--- config.mk ---
export PLATFORM = sky130hd
export DESIGN_NAME = ssic_top
export DESIGN_NICKNAME = d
export VERILOG_FILES = /design/src/common/ssic_pkg.sv /design/src/logic/ssic_lane_store.sv /design/src/logic/ssic_top.sv
export SDC_FILE = /design/constraint.sdc
export NUM_CORES = 1
export LEC_CHECK = 0
export BUFFER_PORTS_ARGS = -buffer_cell sky130_fd_sc_hd__buf_4
export CORE_AREA = 2 2 276 278
export CTS_CLUSTER_DIAMETER = 100
export DETAILED_ROUTE_END_ITERATION = 7
export DIE_AREA = 0 0 278 280
export GPL_ROUTABILITY_DRIVEN = 0
export PLACE_DENSITY = 0.84
export REMOVE_ABC_BUFFERS = 1
export SLEW_MARGIN = 20
export SYNTH_ARGS = -nofsm -noshare
export SYNTH_HDL_FRONTEND = slang
export SYNTH_HIERARCHICAL = 1
export SYNTH_SLANG_ARGS = --single-unit
--- constraint.sdc ---
create_clock -name i_clock -period 12.8 [get_ports i_clock]
set_clock_uncertainty 0.1 [all_clocks]
set_input_delay 1.28 -clock i_clock [delete_from_list [all_inputs] [get_ports i_clock]]
set_output_delay 1.28 -clock i_clock [all_outputs]
set_load 0.01 [all_outputs]
--- src/common/ssic_pkg.sv ---
`default_nettype none
package ssic_pkg;
    // Address width of the 1M x 72 organisation
    localparam int ADDR_W = 20;
    // Eight byte lanes, each eight data bits and one check bit
    localparam int LANES = 8;
    localparam int LANE_W = 9;
    localparam int DATA_W = LANES * LANE_W;
    // Storage depth kept small so the model stays synthesizable
    localparam int MEM_AW = 4;
    localparam int MEM_DEPTH = 16;
    // Value of the burst order strap after reset (interleaved)
    localparam logic BURST_ORDER_RST = 1'b1;
    // Command captured from the pins at a recognised edge
    typedef enum logic [1:0] {
        SSIC_DESEL = 2'b00,
        SSIC_READ = 2'b01,
        SSIC_WRITE = 2'b10
    } ssic_cmd_e;
endpackage
`default_nettype wire

--- src/logic/ssic_lane_store.sv ---
`timescale 1ns/1ps
`default_nettype none
// One entry-addressed store with per-lane write gating
module ssic_lane_store
    import ssic_pkg::*;
(
    input wire logic i_clock,
    input wire logic i_enable,
    input wire logic i_write,
    input wire logic [MEM_AW-1:0] i_index,
    input wire logic [LANES-1:0] i_lane_write,
    input wire logic [DATA_W-1:0] i_data,
    output logic [DATA_W-1:0] o_data
);
    // Each lane owns its storage, so no two lane processes share a variable
    for (genvar g = 0; g < LANES; g++) begin : g_lane
        logic [LANE_W-1:0] lane_q [MEM_DEPTH]; // This lane of every entry
        // Read port is combinational; the caller registers it
        assign o_data[g*LANE_W +: LANE_W] = lane_q[i_index];
        // The lane writes its byte and check bit only when its select is set
        always_ff @(posedge i_clock) begin
            if (i_enable && i_write && i_lane_write[g]) begin
                lane_q[i_index] <= i_data[g*LANE_W +: LANE_W];
            end
        end
    end
endmodule // ssic_lane_store
`default_nettype wire

--- src/logic/ssic_top.sv ---
// How it works
// - Address captured at a recognised rising edge
// - Active-low lane selects gate byte and check
// - Write enable sampled only when clock gate low
// - Step high advances the burst counter
// - Step low loads a fresh start address
// - Edges with clock gate high are ignored
// - Select one is active low, sampled
// - Select two is active high, sampled
// - Select three is active low, sampled
// - Clock gate high freezes all state, no deselect
// - Strap picks interleaved or linear burst order
// - Outputs off on write data, deselect, first-after
`timescale 1ns/1ps
`default_nettype none
module ssic_top
    import ssic_pkg::*;
(
    input wire logic i_clock,
    input wire logic i_reset,
    input wire logic i_clock_gate_n,
    input wire logic [ADDR_W-1:0] i_addr,
    input wire logic [LANES-1:0] i_lane_write_select_n,
    input wire logic i_write_n,
    input wire logic i_burst_step_or_load,
    input wire logic i_select_low_one,
    input wire logic i_select_high_two,
    input wire logic i_select_low_three,
    input wire logic i_output_enable_n,
    input wire logic i_burst_order,
    input wire logic [DATA_W-1:0] i_data,
    output logic [DATA_W-1:0] o_data,
    output logic [DATA_W-1:0] o_data_oe,
    output logic [ADDR_W-1:0] o_access_addr,
    output logic o_selected
);
    // Clock gate is active low; every register holds while it is high
    logic enable;
    assign enable = !i_clock_gate_n;

    // All three selects must agree for the device to be selected
    logic select_now;
    assign select_now = !i_select_low_one && i_select_high_two
        && !i_select_low_three;

    // Registered command state
    ssic_cmd_e cmd_q, cmd_d;
    logic [ADDR_W-1:0] base_q, base_d; // Loaded start address
    logic [1:0] count_q, count_d; // Burst step count
    logic write_q, write_d; // Current burst is a write
    logic [LANES-1:0] lanes_q, lanes_d; // Registered active-high lane enables
    logic was_desel_q; // Previous recognised cycle deselected
    logic first_q; // First cycle after leaving deselect
    logic order_q; // Burst order strap captured while deselected
    logic [DATA_W-1:0] rdata_q; // Read data register

    // Burst low bits: linear adds, interleaved xors
    logic [1:0] low_bits;
    assign low_bits = order_q ? (base_q[1:0] ^ count_q)
        : 2'(base_q[1:0] + count_q);
    logic [ADDR_W-1:0] cur_addr;
    assign cur_addr = {base_q[ADDR_W-1:2], low_bits};

    // Next state: load on step low, advance on step high
    always_comb begin
        base_d = base_q;
        count_d = count_q;
        write_d = write_q;
        cmd_d = SSIC_DESEL;
        lanes_d = ~i_lane_write_select_n;
        if (!select_now && !i_burst_step_or_load) begin
            // Deselect only takes effect on a load cycle
            cmd_d = SSIC_DESEL;
        end else if (!i_burst_step_or_load) begin
            base_d = i_addr;
            count_d = 2'h0;
            write_d = !i_write_n;
            cmd_d = write_d ? SSIC_WRITE : SSIC_READ;
        end else if (cmd_q != SSIC_DESEL) begin
            count_d = 2'(count_q + 2'h1);
            cmd_d = write_q ? SSIC_WRITE : SSIC_READ;
        end
    end

    // Command registers, frozen while the clock gate is high
    always_ff @(posedge i_clock) begin
        if (i_reset) begin
            cmd_q <= SSIC_DESEL;
            base_q <= '0;
            count_q <= 2'h0;
            write_q <= 1'b0;
            lanes_q <= '0;
            was_desel_q <= 1'b1;
            first_q <= 1'b0;
        end else if (enable) begin
            cmd_q <= cmd_d;
            base_q <= base_d;
            count_q <= count_d;
            write_q <= write_d;
            lanes_q <= lanes_d;
            was_desel_q <= (cmd_d == SSIC_DESEL);
            first_q <= was_desel_q && (cmd_d != SSIC_DESEL);
        end
    end

    // Strap is caught by a clocked process, never by the reset itself
    always_ff @(posedge i_clock) begin
        if (i_reset) begin
            order_q <= BURST_ORDER_RST;
        end else if (enable && was_desel_q && cmd_q == SSIC_DESEL) begin
            order_q <= i_burst_order;
        end
    end

    // Store: write data arrives the cycle after its command
    logic [DATA_W-1:0] store_out;
    ssic_lane_store u_store (
        .i_clock(i_clock),
        .i_enable(enable),
        .i_write(cmd_q == SSIC_WRITE),
        .i_index(cur_addr[MEM_AW-1:0]),
        .i_lane_write(lanes_q),
        .i_data(i_data),
        .o_data(store_out)
    );

    // Read data register
    always_ff @(posedge i_clock) begin
        if (i_reset) begin
            rdata_q <= '0;
        end else if (enable) begin
            rdata_q <= store_out;
        end
    end

    // Drive only for reads, never in write data, deselect or first cycle
    logic drive;
    assign drive = (cmd_q == SSIC_READ) && !first_q
        && !i_output_enable_n;
    assign o_data = rdata_q;
    assign o_data_oe = {DATA_W{drive}};
    assign o_access_addr = cur_addr;
    assign o_selected = (cmd_q != SSIC_DESEL);
endmodule // ssic_top
`default_nettype wire

**Word-level counts from Yosys, hierarchy flattened**

Memories as Yosys holds them, arrays and structs flattened. A register that Yosys moved wholly into a read port is not among the register bits.
Cells that the tools add are included.
W data, S select, Z words.

- Register bits after elaboration: 36
- RAM bits: 1,152
- Input port bits: 110
- Output and inout port bits: 165
- Logic and storage cells: 89
- Memories: 8

- $add $sub $neg: 2
- Eq/ne operators: 3
- Mux-type cells: 24
- Bitwise logic cells: 5
- Reduce and logical (&&, ||, !) cells: 39

Memory list:

| memory | words | width | read ports | clocked after Yosys merged registers in | wr ports | line | source |
|---|---|---|---|---|---|---|---|
| u_store.g_lane[0].lane_q | 16 | 9 | 1 | 1 | 1 | ssic_lane_store.sv:17 | `logic [LANE_W-1:0] lane_q [MEM_DEPTH];` |
| u_store.g_lane[1].lane_q | 16 | 9 | 1 | 1 | 1 | ssic_lane_store.sv:17 |  |
| u_store.g_lane[2].lane_q | 16 | 9 | 1 | 1 | 1 | ssic_lane_store.sv:17 |  |
| u_store.g_lane[3].lane_q | 16 | 9 | 1 | 1 | 1 | ssic_lane_store.sv:17 |  |
| u_store.g_lane[4].lane_q | 16 | 9 | 1 | 1 | 1 | ssic_lane_store.sv:17 |  |
| u_store.g_lane[5].lane_q | 16 | 9 | 1 | 1 | 1 | ssic_lane_store.sv:17 |  |
| +2 memories | -- | -- | -- | -- | -- | -- |  |

Operator list:

| operator | number |
|---|---|
| $logic_and A1 B1 Y1 | 17 |
| $logic_not A1 Y1 | 16 |
| $mux W1 | 16 |
| $mux W2 | 8 |
| $not A8 Y8 | 1 |
| $reduce_and A3 Y1 | 2 |
| $logic_not A2 Y1 | 2 |
| $reduce_bool A2 Y1 | 2 |
| $not A1 Y1 | 3 |
| $add A2 B1 Y2 const B | 1 |
| $add A2 B2 Y2 | 1 |
| $eq A2 B1 Y1 const B | 1 |
| $eq A2 B2 Y1 const B | 1 |
| $ne A2 B1 Y1 const B | 1 |
| $xor A2 B2 Y2 | 1 |

**Depth between registers and ports, before layout**

- Depth in word-level cells: 8
- Gate-level depth with buffers: 11
- Mapped depth without buffers: 8

**Modules after synthesis**

Netlist, hierarchy kept.

Modules (own cells, without submodules):

| module | instances | cells each | area an instance (um2) | sequential area each (um2) |
|---|---|---|---|---|
| ssic_lane_store | 1 | 1,924 | 43,606.8 | 34,593.2 |
| ssic_top | 1 | 496 | 4,718.3 | 2,162.1 |

**Worst setup path before layout**

OpenSTA, ideal clock, no wires.

- Path type: input to output
- Start point: input i_output_enable_n
- End point: output o_data_oe[0]
- Arrival time: 7.539 ns
- Required time: 11.420 ns
- Setup slack: 3.881 ns
- Stages: 2
- Path buffers: 1
- Cell sequence: nor4b_1 -> buf_4

- Word-level cells in the longest chain between the ends: 2

Ends and longest elaborated chain:

| element | line | source |
|---|---|---|
| from (decl) | ssic_top.sv:29 | `input wire logic i_output_enable_n,` |
| $logic_not A1 Y1 | ssic_top.sv:139 | `&& !i_output_enable_n;` |
| $logic_and A1 B1 Y1 | ssic_top.sv:139 |  |
| to (decl) | ssic_top.sv:33 | `output logic [DATA_W-1:0] o_data_oe,` |

Every way passes these cells.

**Worst setup path in the final report**

- Start point: register count_q[0]
- End point: output o_access_addr[0]

- Word-level cells in the longest chain between the ends: 2
- Elaborated cells between the ends (all ways): 3
- Classes of those cells: add/sub: 1; mux: 1; bitwise: 1

Ends and longest elaborated chain:

| element | line | source |
|---|---|---|
| from (decl) | ssic_top.sv:49 | `logic [1:0] count_q, count_d;` |
| from (signal assigned) | ssic_top.sv:98 | `count_q <= count_d;` |
| $add A2 B2 Y2 or $xor A2 B2 Y2 (tied branches) | ssic_top.sv:60, ssic_top.sv:59 |  |
| $mux W2 * | ssic_top.sv:59 | `assign low_bits = order_q ? (base_q[1:0] ^ count_q)` |
| to (decl) | ssic_top.sv:34 | `output logic [ADDR_W-1:0] o_access_addr,` |

Every way passes the cells marked *; elsewhere a longest branch is shown, timed or not.

==> metrics.cfg <==
[routing]
vias=24300
wl_per_cell_um=29.5
routed_wl_um=109000
dr.pass1.iters=5
ant_nets=0
drc=0
vias_per_cell=6.60
drt-initial-drc-count=2655

[setup_path]
cp_slowest_cell=buf_12
crit_required_ps=11420
crit_end=o_access_addr[0]
arrival_ps=3580
crit_path_end_kind=output pin
crit_type=register to output pin
r2r-start=count_q[0]
start_kind=register
cpPeakStageDelay_ps=780
path_cells=ha_4, buf_6, buf_12, buf_4
r2r_setup_slack_ps=8330
startpoint=count_q[0]
worstRegToRegCells=6
r2r_end=u_store/g_lane[6].lane_q[3][7]
path_max_fanout=126

[grt]
track_usage_pct=28.3
grt_pass1_wl_um=161000
grt_remaining_overflow=0
met3_usage_pct=6.05
grt_pass1_vias=25000
grt-busiest-layer=met2
grtUsageMet2_pct=48.1
grt_max_degree=164
antenna_found_initial=4
gr-usage-met1_pct=36.1

[place]
placed_area_um2=50400
hpwl_um=62900
portBuffers=274

[cells_and_area]
final_common_cell=edfxtp_1
fin_area_um2=54200
drive_above_1_share_pct=28.1
synthToLayoutAreaGrowth_pct=12.1
final_nets=2713
mostFrequentLayoutCells=edfxtp_1, mux4_2, buf_4

[job]
max-cap-violations=0

[power]
peakVddDrop_mv=0.133
leakage_nw=17.4
power_density_nw_per_um2=150
power.total_mw=8.14

[floorplanning]
die_h_um=280
io-pin-count=275
rows=101
fp.dieArea_um2=77800
fp.dieW_um=278
initial_utilization_pct=64.3
design.core.area_um2=75200

[sta]
setup_viol=0
slew_headroom_pct=19.5
finalCriticalPeriod_ps=4960
finalSetupTns_ps=0
rsz0062_at_grt=no
fmax_ghz=0.202
fin_crit_sh_pct=38.7
hold_viol=0
worstMarginPinSlew_ps=1200
finalMaxSlewViolations=0

[logic_synthesis]
mappedNetlistArea_um2=48300
async_flop_share_pct=0
synthFlopType=edfxtp_1
synth_edf_count=1152
netlist_instances=2420
ys_ff_latch=1260
synth.avg_cell_area_um2=20.0
yosys_warnings=6
ys_types=38
ys_seq_area_share_pct=76.1

[clocking]
cts-buffers-inserted=117
tritoncts=done
worst_skew_pair.late_latency_ps=680
holdBufCountCts=0
post_cts_buffers=0
cts_resized=0
cts_root_buffer=clkbuf_16
clkTransAtPathRegs_ps=60
clk_path_buf_depth=3
htree_levels=3
cts_sinks=1260

[outcome]
status=finished clean

[min_path]
worstHoldPathType=register to register

[kinds of logic after synthesis]
| family | after synthesis | synth area share [%] |
|---|---|---|
| muxes | 381 | 15.3 |
| adders and majority gates | 1 | 0.0259 |
| AOI/OAI and AO/OA | 165 | 2.51 |
| and+or+nand+nor | 380 | 3.11 |
| DFF | 1260 | 76.1 |
| xor gates and xnor gates | 2 | 0.0363 |
| buffers and inverters | 231 | 2.91 |
[synthesized netlist by cell type (2+ instances only)]
| cell | number | share of area, % |
|---|---|---|
| a21oi_1 | 9 | 0.093 |
| mux4_2 | 288 | 13 |
| buf_2 | 26 | 0.27 |
| nand2_1 | 137 | 1.1 |
| mux2i_1 | 93 | 1.9 |
| o21ai_0 | 3 | 0.031 |
| inv_1 | 4 | 0.031 |
| a31oi_1 | 2 | 0.026 |
| nor2b_1 | 6 | 0.078 |
| buf_8 | 2 | 0.062 |
| buf_6 | 14 | 0.33 |
| nor4b_1 | 2 | 0.036 |
| nor2_1 | 219 | 1.7 |
| buf_1 | 16 | 0.12 |
| and2_1 | 2 | 0.026 |
| a22oi_1 | 144 | 2.2 |
| o22ai_1 | 2 | 0.026 |
| buf_4 | 98 | 1.5 |
| nand3_1 | 7 | 0.072 |
| dfxtp_1 | 108 | 4.5 |
| clkbuf_1 | 69 | 0.54 |
| xnor2_1 | 2 | 0.036 |
| edfxtp_1 | 1152 | 72 |
[routing by layer]
| metal | share of wire (%) | vias up |
|---|---|---|
| met5 | 0 | - |
| met4 | 3.8 | 0 |
| met3 | 9.3 | 226 |
| met2 | 51 | 1503 |
| met1 | 36 | 12600 |
| li1 | - | 10000 |
[sequential cells by signal, summed over array words and instances (netlist names)]
signal,count
base_q,20
count_q,2
first_q,1
order_q,1
u_store/g_lane.lane_q,1152
cmd_q,2
o_data,72
write_q,1
lanes_q,8
was_desel_q,1
[worst max-delay path, delay by kind of cell, from the launching register on]
family	cells	cell delay (ps)
adder cells (fa/ha/maj)	1	660
buffers and inverters	3	1720
flip-flops	1	340
[layout make-up]
cell class,instances,area (um^2)
flip-flops and latches,1260,36800
fillers,4113,21000
multi-input cells,929,10200
clock buffers,172,3330
repair buffers,289,2210
well taps,978,1220
clock inverters,48,409
inverters,5,18.8
diodes,5,12.5
[power breakdown]
part | leakage (nW) | switching (mW) | internal (mW)
Clock | 1.83 | 1.44 | 1.92
Sequential | 11.2 | 0.0114 | 4.50
Combinational | 4.34 | 0.156 | 0.106
Total | 17.4 | 1.61 | 6.53
[worst min path at each step]
| stage | start | endpoint | slack (ps) | cells after the start |
|---|---|---|---|---|
| 2_1_floorplan | base_q[0] | base_q[0] | 340 | 2 |
| 3_3_place_gp | base_q[8] | base_q[8] | 340 | 2 |
| 3_5_place_dp | base_q[18] | base_q[18] | 350 | 2 |
| 4_1_cts | base_q[18] | base_q[18] | 360 | 2 |
| 5_1_grt | base_q[18] | base_q[18] | 380 | 2 |
| 6_report | base_q[18] | base_q[18] | 360 | 2 |
[per-stage QoR]
step	setup WS, ps	std cells	hold slack, ps	util [%]
after floorplan	-11700	2194	339	-
after global placement	8270	3461	342	67.0
after detailed placement	8170	3461	351	67.0
after CTS	7460	3681	361	72.0
after global routing	7530	3685	376	72.0
final	7840	3686	357	72.0
Note: power is estimated with default switching activity, not from simulation.
